### src/locality_gate_map.svh
`ifndef LOCALITY_GATE_MAP_SVH
`define LOCALITY_GATE_MAP_SVH

// Locality-tagged bus cycle codes
`define START_LOCALITY 4'h5
`define TYPE_LOC_WRITE 4'h2
`define TYPE_LOC_READ 4'h0
`define SYNC_READY 4'h0
`define TAR_DRIVE 4'hf

// Address fields: locality select and register offset
`define LOC_SEL_HI 14
`define LOC_SEL_LO 12
`define OFF_HI 11
`define OFF_LO 0
`define LOC_NONE 3'h7
`define LOC_HASH 3'h4
`define LOC_MAX 3'h4

// Register offsets inside one locality window
`define OFF_LOC_STATE 12'h000
`define OFF_LOC_CONTROL 12'h008
`define OFF_LOC_STATUS 12'h00c
`define OFF_INTF_ID 12'h030
`define OFF_BUF_CONTROL 12'h040
`define OFF_BUFFER 12'h080

// Locality control write bits
`define CTL_REQUEST 0
`define CTL_RELINQUISH 1
`define CTL_SEIZE 2
`define CTL_HASH_START 4
`define CTL_HASH_FEED 5
`define CTL_HASH_FINISH 6

// Buffer control bits
`define BCTL_START 0
`define BCTL_CANCEL 1

// Reset value and all-ones read byte
`define INTF_ID_RESET 8'h00
`define FF_BYTE 8'hff

// Command execution time
`define EXEC_TIME_NS 800
`define CLK_PERIOD_NS 8
`define EXEC_CYCLES (`EXEC_TIME_NS / `CLK_PERIOD_NS)

`endif

### src/locality_gate_pkg.sv
package locality_gate_pkg;

  typedef enum logic [2:0] {
    ST_IDLE = 3'b000,
    ST_TYPE = 3'b001,
    ST_ADDR = 3'b011,
    ST_WDATA = 3'b010,
    ST_HTAR = 3'b110,
    ST_SYNC = 3'b111,
    ST_RDATA = 3'b101,
    ST_DTAR = 3'b100
  } bus_state_t;

  typedef struct packed {
    logic is_write;
    logic [15:0] addr;
    logic [7:0] data;
  } bus_req_t;

endpackage : locality_gate_pkg

### src/cmd_buffer_ram.sv
`timescale 1ns/100ps
// Command/response byte store with one write and two registered read ports
module cmd_buffer_ram #(
  parameter int AW = 6
) (
  input wire logic clock,
  input wire logic wr_en,
  input wire logic [AW-1:0] wr_addr,
  input wire logic [7:0] wr_data,
  input wire logic [AW-1:0] rd_addr_a,
  output logic [7:0] rd_data_a,
  input wire logic [AW-1:0] rd_addr_b,
  output logic [7:0] rd_data_b
);
  logic [7:0] mem [0:(1<<AW)-1];

  always_ff @(posedge clock) begin
    if (wr_en) begin
      mem[wr_addr] <= wr_data;
    end
  end

  always_ff @(posedge clock) begin
    rd_data_a <= mem[rd_addr_a];
    rd_data_b <= mem[rd_addr_b];
  end
endmodule : cmd_buffer_ram

### src/digest_extender.sv
`timescale 1ns/100ps
// Running digest over fed bytes, folded into the measurement on finish
module digest_extender (
  input wire logic clock,
  input wire logic rstn,
  input wire logic start,
  input wire logic feed_valid,
  input wire logic [7:0] feed_byte,
  input wire logic finish,
  output logic [31:0] measurement_ff
);
  logic [31:0] digest_ff;

  function automatic logic [31:0] mix(input logic [31:0] acc,
                                      input logic [31:0] val);
    logic [31:0] rot;
    rot = {acc[26:0], acc[31:27]};
    mix = (rot ^ val) + 32'h9e3779b9;
  endfunction : mix

  always_ff @(posedge clock or negedge rstn) begin
    if (!rstn) begin
      digest_ff <= 32'h00000000;
    end else if (start) begin
      digest_ff <= 32'h00000000;
    end else if (feed_valid) begin
      digest_ff <= mix(digest_ff, {24'h000000, feed_byte});
    end
  end

  // Extend: new measurement depends on old measurement and digest
  always_ff @(posedge clock or negedge rstn) begin
    if (!rstn) begin
      measurement_ff <= 32'h00000000;
    end else if (finish) begin
      measurement_ff <= mix(measurement_ff, digest_ff);
    end
  end
endmodule : digest_extender

### src/locality_access_gate.sv
// Functional notes
// Owning locality change during a running command aborts it.
// Owner reads buffer response bytes; owner writes fill the buffer.
// Non-owner: control and buffer read all-ones; writes and hash writes dropped.
// Hash start accepted by owner or when none owns; owner becomes 4.
// Owner hash-feed write consumes command buffer bytes as hash input.
// Owner hash-finish completes digest, extends measurement, releases locality.
// State/status read-only true values; control reads zero, any writer.
// Clock-run protocol optional; not supported here.
// Works with power-down input tied high.
// Only locality-tagged start code decoded; other cycles ignored.
// Locality cycles framed like I/O cycles: turnaround, sync, turnaround.
// Only the trusted host issues locality cycles.
// No-locality ranks below 0; requests and seizes from 0-4 honoured.
// Host splits wide writes into single-byte cycles.
// Write cycle: start 0101, type 0010.
// Write: four address nibbles, data low, data high, tar, sync, tar.
// Write answered with ready sync; data byte assembled low nibble first.
// Read: type 0000; byte returned low nibble first after sync.
`timescale 1ns/100ps
`include "locality_gate_map.svh"
module locality_access_gate #(
  parameter int BUF_AW = 6,
  parameter int EXEC_CYCLES = `EXEC_CYCLES
) (
  input wire logic clock,
  input wire logic rstn,
  input wire logic frame_n,
  input wire logic [3:0] lad_in,
  output logic [3:0] lad_out_ff,
  output logic lad_oe_ff,
  input wire logic powerdown_n,
  output logic [2:0] owning_locality_ff,
  output logic cmd_busy_ff,
  output logic cmd_abort_ff,
  output logic [31:0] measurement_ff
);
  locality_gate_pkg::bus_state_t state_ff;
  locality_gate_pkg::bus_req_t req_ff;
  logic [1:0] cnt_ff;
  logic wr_strobe_ff;
  logic [7:0] intf_id_ff;
  logic [4:0] seized_ff;
  logic [2:0] prev_owner_ff;
  logic [15:0] exec_cnt_ff;
  logic [BUF_AW:0] fill_ff;
  logic feed_active_ff;
  logic [BUF_AW-1:0] feed_idx_ff;
  logic feed_valid_ff;
  logic hash_start_ff;
  logic hash_finish_ff;
  logic [7:0] rd_byte;
  logic [7:0] buf_rd_a;
  logic [7:0] buf_rd_b;
  logic [2:0] loc;
  logic [11:0] off;
  logic loc_valid;
  logic is_owner;
  logic buf_hit;
  logic buf_wr;
  logic feed_last;

  assign loc = req_ff.addr[`LOC_SEL_HI:`LOC_SEL_LO];
  assign off = req_ff.addr[`OFF_HI:`OFF_LO];
  assign loc_valid = (loc <= `LOC_MAX) && !req_ff.addr[15];
  assign is_owner = loc_valid && (owning_locality_ff == loc);
  assign buf_hit = (off >= `OFF_BUFFER) &&
                   (off < `OFF_BUFFER + 12'((1 << BUF_AW)));
  assign buf_wr = wr_strobe_ff && buf_hit && is_owner;
  assign feed_last = feed_active_ff &&
                     ({1'b0, feed_idx_ff} == fill_ff - 1'b1);

  // Read data for the addressed register
  always_comb begin
    rd_byte = `FF_BYTE;
    if (!loc_valid) begin
      rd_byte = `FF_BYTE;
    end else if (off == `OFF_LOC_STATE) begin
      rd_byte = {3'h0, owning_locality_ff, 1'b0,
                 owning_locality_ff != `LOC_NONE};
    end else if (off == `OFF_LOC_CONTROL) begin
      rd_byte = 8'h00;
    end else if (off == `OFF_LOC_STATUS) begin
      rd_byte = {6'h00, seized_ff[loc], is_owner};
    end else if (off == `OFF_INTF_ID) begin
      rd_byte = intf_id_ff;
    end else if (off == `OFF_BUF_CONTROL) begin
      rd_byte = is_owner ? {7'h00, cmd_busy_ff} : `FF_BYTE;
    end else if (buf_hit) begin
      rd_byte = is_owner ? buf_rd_a : `FF_BYTE;
    end
  end

  // Bus cycle sequencer; pd low parks it, pd tied high never intervenes
  always_ff @(posedge clock or negedge rstn) begin
    if (!rstn) begin
      state_ff <= locality_gate_pkg::ST_IDLE;
      cnt_ff <= 2'h0;
      req_ff <= '0;
      wr_strobe_ff <= 1'b0;
      lad_out_ff <= `TAR_DRIVE;
      lad_oe_ff <= 1'b0;
    end else begin
      wr_strobe_ff <= 1'b0;
      if (!powerdown_n) begin
        state_ff <= locality_gate_pkg::ST_IDLE;
        lad_oe_ff <= 1'b0;
      end else if (!frame_n) begin
        lad_oe_ff <= 1'b0;
        cnt_ff <= 2'h0;
        if (lad_in == `START_LOCALITY) begin
          state_ff <= locality_gate_pkg::ST_TYPE;
        end else begin
          state_ff <= locality_gate_pkg::ST_IDLE;
        end
      end else begin
        case (state_ff)
          locality_gate_pkg::ST_TYPE: begin
            if (lad_in == `TYPE_LOC_WRITE) begin
              req_ff.is_write <= 1'b1;
              state_ff <= locality_gate_pkg::ST_ADDR;
            end else if (lad_in == `TYPE_LOC_READ) begin
              req_ff.is_write <= 1'b0;
              state_ff <= locality_gate_pkg::ST_ADDR;
            end else begin
              state_ff <= locality_gate_pkg::ST_IDLE;
            end
          end
          locality_gate_pkg::ST_ADDR: begin
            req_ff.addr <= {req_ff.addr[11:0], lad_in};
            cnt_ff <= cnt_ff + 2'h1;
            if (cnt_ff == 2'h3) begin
              cnt_ff <= 2'h0;
              state_ff <= req_ff.is_write ? locality_gate_pkg::ST_WDATA :
                          locality_gate_pkg::ST_HTAR;
            end
          end
          locality_gate_pkg::ST_WDATA: begin
            cnt_ff <= cnt_ff + 2'h1;
            if (cnt_ff == 2'h0) begin
              req_ff.data[3:0] <= lad_in;
            end else begin
              req_ff.data[7:4] <= lad_in;
              cnt_ff <= 2'h0;
              state_ff <= locality_gate_pkg::ST_HTAR;
            end
          end
          locality_gate_pkg::ST_HTAR: begin
            cnt_ff <= cnt_ff + 2'h1;
            if (cnt_ff == 2'h1) begin
              cnt_ff <= 2'h0;
              state_ff <= locality_gate_pkg::ST_SYNC;
              lad_out_ff <= `SYNC_READY;
              lad_oe_ff <= 1'b1;
            end
          end
          locality_gate_pkg::ST_SYNC: begin
            if (req_ff.is_write) begin
              wr_strobe_ff <= 1'b1;
              state_ff <= locality_gate_pkg::ST_DTAR;
              lad_out_ff <= `TAR_DRIVE;
            end else begin
              req_ff.data <= rd_byte;
              state_ff <= locality_gate_pkg::ST_RDATA;
              lad_out_ff <= rd_byte[3:0];
            end
          end
          locality_gate_pkg::ST_RDATA: begin
            state_ff <= locality_gate_pkg::ST_DTAR;
            lad_out_ff <= req_ff.data[7:4];
          end
          locality_gate_pkg::ST_DTAR: begin
            // Data nibble may itself be f, so count the turnaround cycle
            if (req_ff.is_write || cnt_ff == 2'h1) begin
              lad_oe_ff <= 1'b0;
              cnt_ff <= 2'h0;
              state_ff <= locality_gate_pkg::ST_IDLE;
            end else begin
              lad_out_ff <= `TAR_DRIVE;
              cnt_ff <= 2'h1;
            end
          end
          default: begin
            lad_oe_ff <= 1'b0;
            state_ff <= locality_gate_pkg::ST_IDLE;
          end
        endcase
      end
    end
  end

  // Ownership of the interface
  always_ff @(posedge clock or negedge rstn) begin
    if (!rstn) begin
      owning_locality_ff <= `LOC_NONE;
      seized_ff <= 5'h00;
      hash_start_ff <= 1'b0;
      hash_finish_ff <= 1'b0;
    end else begin
      hash_start_ff <= 1'b0;
      hash_finish_ff <= 1'b0;
      if (wr_strobe_ff && loc_valid && off == `OFF_LOC_CONTROL) begin
        if (req_ff.data[`CTL_REQUEST] &&
            owning_locality_ff == `LOC_NONE) begin
          owning_locality_ff <= loc;
          seized_ff[loc] <= 1'b0;
        end else if (req_ff.data[`CTL_SEIZE] &&
                     (owning_locality_ff == `LOC_NONE ||
                      loc > owning_locality_ff)) begin
          if (owning_locality_ff != `LOC_NONE) begin
            seized_ff[owning_locality_ff] <= 1'b1;
          end
          owning_locality_ff <= loc;
          seized_ff[loc] <= 1'b0;
        end else if (req_ff.data[`CTL_RELINQUISH] && is_owner) begin
          owning_locality_ff <= `LOC_NONE;
        end else if (loc == `LOC_HASH && req_ff.data[`CTL_HASH_START] &&
                     (is_owner || owning_locality_ff == `LOC_NONE)) begin
          owning_locality_ff <= `LOC_HASH;
          hash_start_ff <= 1'b1;
        end else if (loc == `LOC_HASH && is_owner &&
                     req_ff.data[`CTL_HASH_FINISH]) begin
          owning_locality_ff <= `LOC_NONE;
          hash_finish_ff <= 1'b1;
        end
      end
    end
  end

  // Interface identity byte, writable from any locality
  always_ff @(posedge clock or negedge rstn) begin
    if (!rstn) begin
      intf_id_ff <= `INTF_ID_RESET;
    end else if (wr_strobe_ff && loc_valid && off == `OFF_INTF_ID) begin
      intf_id_ff <= req_ff.data;
    end
  end

  // Command execution and abort on ownership change
  always_ff @(posedge clock or negedge rstn) begin
    if (!rstn) begin
      cmd_busy_ff <= 1'b0;
      cmd_abort_ff <= 1'b0;
      exec_cnt_ff <= 16'h0000;
      prev_owner_ff <= `LOC_NONE;
    end else begin
      prev_owner_ff <= owning_locality_ff;
      cmd_abort_ff <= 1'b0;
      if (cmd_busy_ff && prev_owner_ff != owning_locality_ff) begin
        cmd_busy_ff <= 1'b0;
        cmd_abort_ff <= 1'b1;
      end else if (cmd_busy_ff) begin
        exec_cnt_ff <= exec_cnt_ff + 16'h0001;
        if (exec_cnt_ff == 16'(EXEC_CYCLES - 1)) begin
          cmd_busy_ff <= 1'b0;
        end
        if (wr_strobe_ff && is_owner && off == `OFF_BUF_CONTROL &&
            req_ff.data[`BCTL_CANCEL]) begin
          cmd_busy_ff <= 1'b0;
          cmd_abort_ff <= 1'b1;
        end
      end else if (wr_strobe_ff && is_owner && off == `OFF_BUF_CONTROL &&
                   req_ff.data[`BCTL_START]) begin
        cmd_busy_ff <= 1'b1;
        exec_cnt_ff <= 16'h0000;
      end
    end
  end

  // Buffer fill level and hash feed walk
  always_ff @(posedge clock or negedge rstn) begin
    if (!rstn) begin
      fill_ff <= '0;
      feed_active_ff <= 1'b0;
      feed_idx_ff <= '0;
      feed_valid_ff <= 1'b0;
    end else begin
      feed_valid_ff <= feed_active_ff;
      if (hash_finish_ff) begin
        feed_active_ff <= 1'b0;
      end else if (feed_active_ff) begin
        feed_idx_ff <= feed_idx_ff + 1'b1;
        if (feed_last) begin
          feed_active_ff <= 1'b0;
          fill_ff <= '0;
        end
      end else if (wr_strobe_ff && loc == `LOC_HASH && is_owner &&
                   off == `OFF_LOC_CONTROL &&
                   req_ff.data[`CTL_HASH_FEED] && fill_ff != '0) begin
        feed_active_ff <= 1'b1;
        feed_idx_ff <= '0;
      end
      // A buffer write landing as the feed ends keeps its fill level
      if (buf_wr && ((feed_last && !hash_finish_ff) ||
                     {1'b0, off[BUF_AW-1:0]} >= fill_ff)) begin
        fill_ff <= {1'b0, off[BUF_AW-1:0]} + 1'b1;
      end
    end
  end

  cmd_buffer_ram #(
    .AW(BUF_AW)
  ) u_buffer (
    .clock(clock),
    .wr_en(buf_wr),
    .wr_addr(off[BUF_AW-1:0]),
    .wr_data(req_ff.data),
    .rd_addr_a(off[BUF_AW-1:0]),
    .rd_data_a(buf_rd_a),
    .rd_addr_b(feed_idx_ff),
    .rd_data_b(buf_rd_b)
  );

  digest_extender u_digest (
    .clock(clock),
    .rstn(rstn),
    .start(hash_start_ff),
    .feed_valid(feed_valid_ff),
    .feed_byte(buf_rd_b),
    .finish(hash_finish_ff),
    .measurement_ff(measurement_ff)
  );
endmodule : locality_access_gate

### config.mk
export PLATFORM = sky130hd
export DESIGN_NAME = locality_access_gate
export DESIGN_NICKNAME = d
export VERILOG_FILES = /design/src/locality_gate_pkg.sv /design/src/cmd_buffer_ram.sv /design/src/digest_extender.sv /design/src/locality_access_gate.sv
export VERILOG_INCLUDE_DIRS = /design/src
export SDC_FILE = /design/constraint.sdc
export NUM_CORES = 1
export LEC_CHECK = 0
export BUFFER_PORTS_ARGS = -buffer_cell sky130_fd_sc_hd__buf_2
export CORE_MARGIN = 4
export CORE_UTILIZATION = 50
export CTS_CLUSTER_SIZE = 14
export DETAILED_ROUTE_END_ITERATION = 16
export PLACE_DENSITY = 0.66
export SYNTH_ARGS = -nofsm -noshare
export SYNTH_HDL_FRONTEND = slang
export SYNTH_HIERARCHICAL = 1
export SYNTH_SLANG_ARGS = --single-unit
export TNS_END_PERCENT = 50
### constraint.sdc
create_clock -name clock -period 6.08 [get_ports clock]
set_input_delay 0.304 -clock clock [delete_from_list [all_inputs] [get_ports clock]]
set_output_delay 0.304 -clock clock [all_outputs]
set_load 0.02 [all_outputs]
==> Yosys cells after proc, flatten, opt, wreduce, memory -nomap -nowiden <==
Memory sizes are Yosys's and may differ from the RTL's. A register that Yosys moved wholly into a read port is not among the register bits.
Cells that the tools add are included.
{ "op_classes": {"n_reduce_logical": 64, "n_addsub": 7, "magnitude_cmp": 9, "n_eq_ne": 34, "mux": 98, "bitwise_logic": 8} }
{ "op_table": {"columns": ["operator", "n"], "rows": [
  ["$mux W8", 10],
  ["$add A32 B32 Y32 const B", 2],
  ["$mux W32", 2],
  ["$mux W1", 41],
  ["$mux W3", 12],
  ["$mux W16", 2],
  ["$xor A32 B32 Y32", 1],
  ["$xor A32 B8 Y32", 1],
  ["$logic_and A1 B1 Y1", 30],
  ["$mux W5", 6],
  ["$mux W7", 4],
  ["$eq A12 B4 Y1 const B", 2],
  ["$pmux W3 S7", 1],
  ["$mux W4", 5],
  ["$eq A3 B3 Y1 const B", 6],
  ["$add A16 B1 Y16 const B", 1],
  ["$eq A16 B7 Y1 const B", 1],
  ["$ne A4 B4 Y1 const B", 4],
  ["$pmux W4 S4", 1],
  ["$pmux W8 S2", 1],
  ["$reduce_bool A2 Y1", 8],
  ["$reduce_and A5 Y1", 3],
  ["$eq A12 B6 Y1 const B", 1],
  ["$eq A12 B7 Y1 const B", 1],
  ["46 further kinds", 74]
]} }
{ "word_totals": {"output_inout_bits": 42, "mem_count": 1, "word_cells": 245, "ramBits": 512, "reg_bits": 154} }
{ "mem_list": {"columns": ["name", "depth", "width", "rd", "rd_ports_with_merged_regs", "write_ports", "line", "rtl"], "rows": [
  ["u_buffer.mem", 64, 8, 2, 2, 1, "cmd_buffer_ram.sv:15", "logic [7:0] mem [0:(1<<AW)-1];"]
]} }

==> Logic depth before layout (Yosys ltp) <==
Gate-level depths: netlist of the first run.
{ "depth": {"word_depth": 13, "ltp_mapped": 10, "ltp_nobuf": 8} }

==> Hierarchy <==
Netlist of the first run, hierarchy kept.
{ "modules_own_cells": {"columns": ["module", "instances", "cells_per_inst", "area_each_um2"], "rows": [
  ["cmd_buffer_ram", 1, 1211, 24269.5],
  ["locality_access_gate", 1, 572, 5345.1],
  ["digest_extender", 1, 452, 4154.0]
]} }

==> Worst setup path before layout of the first run <==
Ideal clock, no wire load.
{ "synth_path": {"path_type": "register to register", "from": "register owning_locality_ff[1]", "to": "memory u_buffer.mem[62][0] (enable)", "arrival_ps": 2852, "synth_period_minus_slack_ps": 3222, "setup_time_ps": 370, "setup_slack_ps": 2858, "stages_incl_launch_ff": 10, "cell_sequence": "dfstp_2 > clkbuf_1 > inv_1 > ha_1 > nand3_1 > nor4_1 > and4b_1 > nor2b_1 > nand3_1 > nor2_1"} }
{ "synth_between": {"elab_chain_cells": 5} }
{ "synth_rtl": {"columns": ["item", "line", "rtl"], "rows": [
  ["start, declared", "locality_access_gate.sv:33", "output logic [2:0] owning_locality_ff,"],
  ["start signal, assigned", "locality_access_gate.sv:195", "owning_locality_ff <= `LOC_NONE;"],
  ["start signal, assigned", "locality_access_gate.sv:205", "owning_locality_ff <= loc;"],
  ["start signal, assigned", "locality_access_gate.sv:213", "owning_locality_ff <= loc;"],
  ["$eq A3 B3 Y1", "locality_access_gate.sv:66", "assign is_owner = loc_valid && (owning_locality_ff == loc);"],
  ["$logic_and A1 B1 Y1", "locality_access_gate.sv:66", null],
  ["$logic_and A1 B1 Y1", "locality_access_gate.sv:69", "assign buf_wr = wr_strobe_ff && buf_hit && is_owner;"],
  ["named net buf_wr", "locality_access_gate.sv:60", "logic buf_wr;"],
  ["$mux W1", "cmd_buffer_ram.sv:18", "if (wr_en) begin"],
  ["$mux W1 (implied by the code)", "cmd_buffer_ram.sv:19", "mem[wr_addr] <= wr_data;"],
  ["end, declared", "cmd_buffer_ram.sv:15", null]
]} }
The timed path passes the listed nets, and every way through them passes these cells.

==> Worst setup path after layout of the first run <==
{ "layout_path": {"from": "register owning_locality_ff[2]", "to": "memory u_buffer.mem[62][5] (enable)"} }
The elaborated chain is that of the path after synthesis.

==> metrics.cfg, run 1 <==
[setup_path]
wp_buf_inv=2
cpMaxStageDelayCell=nor2_1
element_type_at_the_critical_path_end=register
timing.critical_path.required_ns=6.33
critical_path.startpoint_type=register
cp_cell_sequence=inv_1 > ha_1 > nand3_1 > nor4_1 > buf_4 > and4b_1 > nor2b_1 > nand3_1 > nor2_1
path_max_fanout=12
max_stage_delay_ns=0.85
setup_crit_path_kind=reg -> reg
critical-path-top-cell-by-count=nand3_1
worst_path_dominant_cell_family=simple AND/OR/NAND/NOR gates
timing.critical_path.arrival_ns=4.61

[layout]
syn2layout_area_growth_pct=10.06
share_of_layout_cells_above_drive_strength_1_pct=23.97
seq_area_um2=19620
finish.cell_count_without_fillers=3172
antenna-diode-count=0
multiInputGateArea_um2=13360
fill_cells=5280
final_nets=2270

[sta]
max_slew.worst_pin.slew_ns=1.098
post-route-min-period_ns=4.365
setup_viol=0
setup_repair_after_global_routing_missed_its_margin=no
finalClockSkew_ns=0.03057
fin_setup_tns_ns=0
final_min_period_over_clock_period_pct=71.80
achievable-frequency_mhz=229.1
timing_hold_violations_final=0
slew_headroom_pct=26.82
slew_viol_final=0

[cts]
worst_skew_late_latency_ns=0.63
worst_path_clk_slew_ns=0.06
maximum_clock_insertion_buffer_count=3
cts_tree=yes
master_cell_of_the_clock_root_buffer=clkbuf_16
cts-htree-levels=3
cts_inserted_buffers=76
clock_sink_count=682

[yosys]
synth.cell_area_um2=33770
synth.avg_cell_area_um2=15.11
synth_top_area_share_pct=45.53
synth-edff-count=512
synth_flop_cell=edfxtp_1
ys_seq_area_share_pct=57.93
flip_flop_and_latch_count_after_synthesis=682
ys_top_cells_by_area=edfxtp_1, mux4_2, dfrtp_1
ys_async_sr_fraction_pct=22.58
synth_cells=2235
postSynthNetCount=2265
synth.cells.most_frequent=edfxtp_1, mux4_2, nor2_1, dfrtp_1, nand2_1
netlist-cell-type-count=97
yosysMostFrequentCell=edfxtp_1
synth_top_cell_by_area=edfxtp_1
yosysWarningCount=6

[global_routing]
initial_antenna_violation_count=1
largest_net_degree_at_the_start_of_global_routing=85
track_usage_pct=25.80
vias_in_the_first_global_route=20970
globalRoute.totalOverflow=0
grt_first_pass_wirelength_um=137800

[power_and_ir_drop]
total_switching_power_mw=1.964
swShare_pct=20.30
power.share.combinational_pct=0.8
intPower_mw=7.710
fin_total_pwr_mw=9.674
cellPowerDensity_nw_per_um2=260.3
worst_ir_drop_vdd_uv=169.6
power.static_leakage_nw=13.13
share_clk_of_total_power_pct=47.5
power_frac_seq_pct=51.8

[hold_path]
hold_path.class=in -> reg

[die]
initial_cell_density_of_the_core_pct=50.37
floorplan.die.width_um=267.9
design.portCount=50
core_region_area_um2=67040
rows=95
die_height_um=267.9
die_area_um2=71760

[status]
outcome=completed

[drt]
firstDrtPassIters=6
routed_wire_length_per_instance_um=29.11
drcViolationCount=0
first_iter_violations=2915
ant_nets=0
drt-vias-per-instance=6.727
dr_total_vias=21340
drt-total-wl_um=92340

[placement]
globalplace.congestion=0.9170
port-buffer-count=49
dpl.cell_count=3031
place_hpwl_um=58520

[run]
max_cap_violations=0

final timing paths:
kind | start | cells past startpoint | endpoint | slack (ns)
hold / removal | frame_n | 3 | state_ff[0] | 0.04
hold reg to reg | owning_locality_ff[1] | 0 | prev_owner_ff[1] | 0.44
min in group asynchronous | rstn | 2 | u_digest/digest_ff[10] | 0.32
setup / recovery | owning_locality_ff[2] | 9 | u_buffer/mem[62][5] | 1.71
max in group asynchronous | rstn | 3 | off[2] | 4.23
setup reg to reg | owning_locality_ff[2] | 9 | u_buffer/mem[62][5] | 1.71
area by class of cell:
cell class | count | area share (%)
well taps | 873 | 2.939
clock buffers | 95 | 5.531
clock inverters | 42 | 1.178
repair buffers | 71 | 1.283
flip-flops and latches | 682 | 52.78
inverters | 33 | 0.3333
multi-input cells | 1376 | 35.95
state kept, by name, indices dropped and copies added (netlist names), 2 cells and up:
signal	count
req_ff	10
cnt_ff	2
loc	3
state_ff	3
u_buffer/rd_data_a	8
feed_idx_ff	6
prev_owner_ff	3
u_buffer/mem	512
exec_cnt_ff	16
intf_id_ff	8
owning_locality_ff	3
u_digest/measurement_ff	32
u_buffer/rd_data_b	8
fill_ff	7
seized_ff	5
off	12
u_digest/digest_ff	32
lad_out_ff	4
metrics by stage:
stage	hold slack (ns)	setup WS (ns)	cell area [um2]	util, %
6_report	0.04030	1.715	37160	55.44
5_1_grt	0.03257	1.446	37160	55.44
4_1_cts	0.01109	1.811	37160	55.44
3_5_place_dp	0.4150	1.815	34630	51.66
3_3_place_gp	0.4102	1.922	34630	51.66
2_1_floorplan	0.008409	2.858	33770	-
logic make-up (layout without fill, tap and decap cells):
| group | Yosys count | count (layout) | synth area share (%) |
|---|---|---|---|
| DFF | 682 | 682 | 57.93 |
| and+or+nand+nor | 513 | 513 | 7.525 |
| muxes | 386 | 386 | 21.58 |
| AOI/OAI and AO/OA | 349 | 349 | 6.862 |
| buffers and inverters | 177 | 241 | 2.520 |
| xor gates and xnor gates | 106 | 106 | 2.772 |
| adders and majority gates | 22 | 22 | 0.8151 |
power by group through the flow:
| stage | Combinational, mW | Sequential [mW] | Clock (mW) |
|---|---|---|---|
| after global routing | 0.0819 | 5.01 | 4.87 |
| after CTS | 0.0750 | 5.01 | 4.67 |
| final | 0.0739 | 5.01 | 4.59 |
| after floorplan | 0.0361 | 5.08 | 0 |
| after global placement | 0.0719 | 5.10 | 0 |
| after detailed placement | 0.0725 | 5.10 | 0 |
routing by layer:
layer	GRT usage (%)	vias to the layer above	part of all wire, %
met4	8.379	0	3.8
met2	41.62	1213	48
met3	5.063	228	9.3
li1	-	8913	-
met1	35.92	10990	39
met5	0	-	0
worst min-delay path: cells and delay by family:
| kind | cells | cell delay, ns |
|---|---|---|
| compound gates | 1 | 0.08 |
| simple gates | 1 | 0.11 |
| buf+inv | 1 | 0.11 |
timing repair:
action,in CTS,in global routing
gates resized for setup,0,0
endpoints found under the setup margin,0,0
hold buffers,4,0
hold endpoints to repair,87,0
buffers inserted,0,0
placed cells by master (no fill, tap or decap), types with 14 or more instances in the layout:
cell type,synthesis,final
buf_4,10,14
nor2b_1,17,17
nor3_1,18,18
and3_1,21,21
buf_2,38,48
ha_1,22,22
clkinv_2,0,15
nand4_1,15,15
mux2i_1,80,80
dfrtp_1,144,128
a211oi_1,22,22
mux2_2,35,35
dfxtp_1,16,16
clkbuf_16,0,78
a21oi_1,61,61
xor2_1,51,51
dfrtp_4,0,14
inv_1,32,32
o22ai_1,27,27
a31oi_1,17,17
edfxtp_1,512,512
nor2_1,181,181
o211ai_1,15,15
a22oi_1,14,14
nand2b_1,21,21
mux4_2,270,270
nand3_1,55,55
o21ai_0,79,79
nand2_1,106,106
xnor2_1,54,54
No activity file was read; power rests on OpenSTA's default activity.
==> run 2, diff against run 1 <==
==> constraint.sdc (replaced) <==
create_clock -name clock -period 4.08 [get_ports clock]
set_input_delay 0.204 -clock clock [delete_from_list [all_inputs] [get_ports clock]]
set_output_delay 0.204 -clock clock [all_outputs]
set_load 0.02 [all_outputs]
==> metrics.cfg, run 2 (synthesis results as in run 1) <==
[layout]
share_of_layout_cells_above_drive_strength_1_pct=24.52
final_nets=2307
largest_reg_flops=512
layout.cells.most_common=edfxtp_1
syn2layout_area_growth_pct=10.60
largest_register=u_buffer/mem
most-common-layout-cells=edfxtp_1, mux4_2, nor2_1
antenna-diode-count=0
reg_top3=u_buffer/mem x512, u_digest/digest_ff x32, u_digest/measurement_ff x32
post-route-cell-area_um2=37350

[cts]
worst_skew_late_latency_ns=0.62
cts_tree=yes
cts_inserted_buffers=74
clock_sink_count=682
cts-htree-levels=3
maximum_clock_insertion_buffer_count=3
master_cell_of_the_clock_root_buffer=clkbuf_16
worst_path_clk_slew_ns=0.06

[global_routing]
track_usage_pct=25.52
globalRoute.totalOverflow=0
grt_first_pass_wirelength_um=137300
initial_antenna_violation_count=0
vias_in_the_first_global_route=21030
largest_net_degree_at_the_start_of_global_routing=99

[die]
core_region_area_um2=67040
floorplan.die.width_um=267.9
die_area_um2=71760
initial_cell_density_of_the_core_pct=50.37
rows=95
die_height_um=267.9
design.portCount=50

[sta]
timing_hold_violations_final=0
slew_headroom_pct=22.07
achievable-frequency_mhz=248.1
max_slew.worst_pin.slew_ns=1.164
final_min_period_over_clock_period_pct=98.77
finalClockSkew_ns=0.02504
fin_setup_tns_ns=0
slew_viol_final=0
post-route-min-period_ns=4.030
setup_viol=0
setup_repair_after_global_routing_missed_its_margin=yes

[placement]
globalplace.congestion=0.9009
port-buffer-count=49
place_hpwl_um=60260
placement.cell_area_um2=34910

[setup_path]
wp_buf_inv=1
path_max_fanout=9
worst_path_dominant_cell_family=simple AND/OR/NAND/NOR gates
cp_cell_sequence=inv_1 > ha_1 > nand3_1 > nor4_1 > and4b_1 > nor2b_1 > nand3_1 > nor2_1
critical-path-top-cell-by-count=nand3_1
critical_path.startpoint_type=register
element_type_at_the_critical_path_end=register
max_stage_delay_ns=0.74
setup_crit_path_kind=reg -> reg
cpMaxStageDelayCell=nor2_1
timing.critical_path.required_ns=4.32
worst-r2r-setup-slack_ns=0.05
timing.critical_path.arrival_ns=4.27

[drt]
drt-total-wl_um=90950
firstDrtPassIters=6
first_iter_violations=2630
drt-vias-per-instance=6.658
ant_nets=0
routed_wire_length_per_instance_um=28.37
dr_total_vias=21350
drcViolationCount=0

[power_and_ir_drop]
worst_ir_drop_vdd_uv=237.6
cellPowerDensity_nw_per_um2=378.3
power.static_leakage_nw=13.26

[hold_path]
hold_path.class=in -> async

[status]
outcome=completed

[run]
max_cap_violations=0

## run 2: changes by cell type in the layout (fill, tap and decap cells not counted), moves of 2 or more
cell	before	now
clkbuf_8	4	0
dfrtp_4	14	11
clkbuf_1	13	15
buf_4	14	47
dfrtp_2	2	5
clkbuf_16	78	75
inv_6	4	2
clkinv_2	15	11
buf_12	4	6
dlygate4sd3_1	4	8
clkinv_1	8	16
clkinvlp_4	4	2
## run 2: final timing paths
check,end,start,depth (start not counted)
setup / recovery,u_buffer/mem[62][0],owning_locality_ff[2],8
hold / removal,u_digest/measurement_ff[14],rstn,2
setup reg to reg,u_buffer/mem[62][0],owning_locality_ff[2],8
hold reg to reg,prev_owner_ff[2],owning_locality_ff[2],0
max in group asynchronous,req_ff[6],rstn,3
min in group clock,prev_owner_ff[2],owning_locality_ff[2],0
## run 2: routing by layer
layer	vias up	GRT usage [%]	wire length [um]
li1	8990	-	-
met1	11150	35.28	35720
met2	1039	41.97	44620
met3	168	4.523	7864
met4	0	7.982	2751
met5	-	0	0
## run 2: per-stage QoR
stage	power, mW	hold WS [ns]	setup WS (ns)	std cells	utilization (%)
5_1_grt	14.56	0.1752	-0.1585	3206	55.71
2_1_floorplan	7.630	-0.09159	0.8576	2235	-
3_3_place_gp	7.716	0.2111	0.2068	3066	52.08
4_1_cts	14.25	0.1367	0.1240	3206	55.71
6_report	14.13	0.1329	0.05000	3206	55.71
3_5_place_dp	7.717	0.2128	0.1617	3066	52.08
## run 2: layout make-up
class                   count  area, um2
well taps                 873       1092
repair buffers            110      804.5
multi-input cells        1376      13360
clock inverters            42      422.9
clock buffers              90       1933
flip-flops and latches    682      19610
fillers                  5202      29690
inverters                  33      123.9
## run 2: report_power, final
group | total [mW] | switching [mW] | internal, mW
logic | 0.138 | 0.0986 | 0.0394
clock network | 6.55 | 2.73 | 3.83
registers | 7.44 | 0.0225 | 7.42
total | 14.1 | 2.85 | 11.3
## run 2: timing repair
action / CTS / global route
hold buffers: 8 / 0
buffers inserted: 0 / 0
endpoints found under the hold margin: 70 / 0
resized for setup: 0 / 1
endpoints found under the setup margin: 0 / 77
==> run 3, diff against run 2 <==
--- a/config.mk
+++ b/config.mk
@@ -6,12 +6,14 @@
 export SDC_FILE = /design/constraint.sdc
 export NUM_CORES = 1
 export LEC_CHECK = 0
+export ABC_AREA = 1
 export BUFFER_PORTS_ARGS = -buffer_cell sky130_fd_sc_hd__buf_2
 export CORE_MARGIN = 4
 export CORE_UTILIZATION = 50
 export CTS_CLUSTER_SIZE = 14
 export DETAILED_ROUTE_END_ITERATION = 16
 export PLACE_DENSITY = 0.66
+export SKIP_LAST_GASP = 1
 export SYNTH_ARGS = -nofsm -noshare
 export SYNTH_HDL_FRONTEND = slang
 export SYNTH_HIERARCHICAL = 1
==> metrics.cfg, run 3 <==
[placement]
dpl.cell_count=5699
place_hpwl_um=78940
globalplace.congestion=0.9517
port-buffer-count=49

[cts]
clock_sink_count=682
ctsHoldBuffers=8
worst_path_clk_slew_ns=0.06
worst_skew_late_latency_ns=0.63
cts-htree-levels=3
cts_inserted_buffers=77
maximum_clock_insertion_buffer_count=3
post-cts-setup-buffer-count=0
cts_tree=yes
cts.repair.resized=0
master_cell_of_the_clock_root_buffer=clkbuf_16

[global_routing]
track_usage_pct=29.36
largest_net_degree_at_the_start_of_global_routing=198
grt_first_pass_wirelength_um=185900
initial_antenna_violation_count=0
vias_in_the_first_global_route=30980
globalRoute.totalOverflow=0

[yosys]
synth.cells.most_frequent=nand2_1, nand3_1, edfxtp_1, inv_1, nor2_1
yosysWarningCount=6
ys_async_sr_fraction_pct=22.58
ys_seq_area_share_pct=51.02
synth-edff-count=512
synth_top_area_share_pct=40.10
synth_flop_cell=edfxtp_1
ys_top_cells_by_area=edfxtp_1, nand2_1, nand3_1
synth_top_cell_by_area=edfxtp_1
synth.avg_cell_area_um2=8.080
yosysMostFrequentCell=nand2_1
synth.cell_area_um2=38340
synth_cells=4745
netlist-cell-type-count=60
postSynthNetCount=4775
flip_flop_and_latch_count_after_synthesis=682

[layout]
final_nets=4786
reg_top3=u_buffer/mem x512, u_digest/digest_ff x32, u_digest/measurement_ff x32
share_of_layout_cells_above_drive_strength_1_pct=9.564
syn2layout_area_growth_pct=9.653
finish.cell_count_without_fillers=5850
fin_util_pct=55.36
multiInputGateArea_um2=16130
largest_register=u_buffer/mem
largest_reg_flops=512
seq_area_um2=19600
most-common-layout-cells=nand2_1, nand3_1, edfxtp_1
fill_cells=6929
layout.cells.most_common=nand2_1
antenna-diode-count=0

[sta]
setup_viol=0
max_slew.worst_pin.slew_ns=1.347
slew_viol_final=0
fin_setup_tns_ns=0
slew_headroom_pct=10.11
timing_hold_violations_final=0
final.hold.worst_slack_ns=0.2384
setup_repair_after_global_routing_missed_its_margin=no
finalClockSkew_ns=0.03299
final_min_period_over_clock_period_pct=81.07
achievable-frequency_mhz=302.3
post-route-min-period_ns=3.307

[drt]
drt-total-wl_um=122400
routed_wire_length_per_instance_um=20.92
ant_nets=0
drt-vias-per-instance=5.806
firstDrtPassIters=7
dr_total_vias=33970
drcViolationCount=0
first_iter_violations=4850

[run]
max_cap_violations=0

[setup_path]
max_stage_delay_ns=0.61
element_type_at_the_critical_path_end=register
setup_crit_path_kind=reg -> reg
path_max_fanout=14
critical_path.startpoint_type=register
reg2reg_depth=11
wp_buf_inv=4
crit_cells=11
timing.critical_path.required_ns=4.39
cp_cell_sequence=inv_1 > ha_1 > nand3_1 > nand3b_4 > nor2_4 > inv_1 > nor2_4 > nand4_1 > buf_4 > nor2_1 > buf_4
worst_path_dominant_cell_family=simple AND/OR/NAND/NOR gates
cpMaxStageDelayCell=dfstp_2
timing.critical_path.arrival_ns=3.62

[die]
initial_cell_density_of_the_core_pct=50.48
die_height_um=284.9
floorplan.die.width_um=284.9
core_region_area_um2=75950
rows=101
design.portCount=50
die_area_um2=81180

[power_and_ir_drop]
fin_total_pwr_mw=14.81
cellPowerDensity_nw_per_um2=352.2
worst_ir_drop_vdd_uv=353.4
power.static_leakage_nw=17.93

[status]
outcome=completed

[hold_path]
hold_path.class=in -> async

run 3: changes by cell type in the layout (fill, tap and decap cells not counted), moves of 30 or more:
cell,before,now
nand2_1,106,1864
xnor2_1,54,16
nand2_2,0,30
nand3_1,55,1019
mux4_2,270,0
buf_4,47,118
inv_1,32,230
mux2i_1,80,1
run 3: metal layers:
metal	GRT usage (%)	vias up	wire length [um]
met5	0	-	0
met1	43.07	15800	51960
li1	-	15880	-
met2	43.59	2006	52500
met3	5.492	282	13210
met4	10.87	0	4701
run 3: worst register-to-register path, stage by stage, from the launching register on:
cell,delay (ns)
dfstp_2,0.61
inv_1,0.10
ha_1,0.33
nand3_1,0.10
nand3b_4,0.23
nor2_4,0.16
inv_1,0.10
nor2_4,0.31
nand4_1,0.43
buf_4,0.33
nor2_1,0.13
buf_4,0.19
run 3: stage by stage:
step / setup WS (ns) / cell area (um2)
2_1_floorplan: 0.5882 / 38340
3_3_place_gp: 0.8706 / 39330
3_5_place_dp: 0.7940 / 39330
4_1_cts: 0.7732 / 42040
5_1_grt: 0.5155 / 42040
6_report: 0.7725 / 42040
run 3: final cells by class:
| cell class | count | area share, % |
|---|---|---|
| Sequential cell | 682 | 46.61 |
| Tap cell | 1030 | 3.065 |
| Clock inverter | 38 | 1.089 |
| Timing Repair Buffer | 182 | 3.229 |
| Inverter | 268 | 2.470 |
| Multi-Input combinational cell | 3545 | 38.36 |
| Clock buffer | 105 | 5.175 |
run 3: worst paths after layout:
| kind | start | to | slack [ns] |
|---|---|---|---|
| min in group clock | owning_locality_ff[1] | prev_owner_ff[1] | 0.42 |
| setup reg to reg | owning_locality_ff[2] | u_buffer/mem[33][1] | 0.77 |
| hold reg to reg | owning_locality_ff[1] | prev_owner_ff[1] | 0.42 |
| setup / recovery | owning_locality_ff[2] | u_buffer/mem[33][1] | 0.77 |
| max in group asynchronous | rstn | feed_idx_ff[2] | 3.05 |
| hold / removal | rstn | exec_cnt_ff[13] | 0.24 |
run 3: power by group:
part	switching (mW)	internal [mW]	total, mW
Combinational	0.123	0.0336	0.157
Clock	2.86	4.33	7.19
Sequential	0.0267	7.44	7.47
Total	3.01	11.8	14.8
run 3: kinds of logic (layout without fill, tap and decap cells):
group | after synthesis | after routing | synth area share [%]
DFF | 682 | 682 | 51.02
AOI/OAI and AO/OA | 204 | 204 | 3.051
xor gates and xnor gates | 44 | 44 | 1.083
muxes | 7 | 7 | 0.2023
buffers and inverters | 518 | 593 | 6.980
adders and majority gates | 22 | 22 | 0.7179
and+or+nand+nor | 3268 | 3268 | 36.95
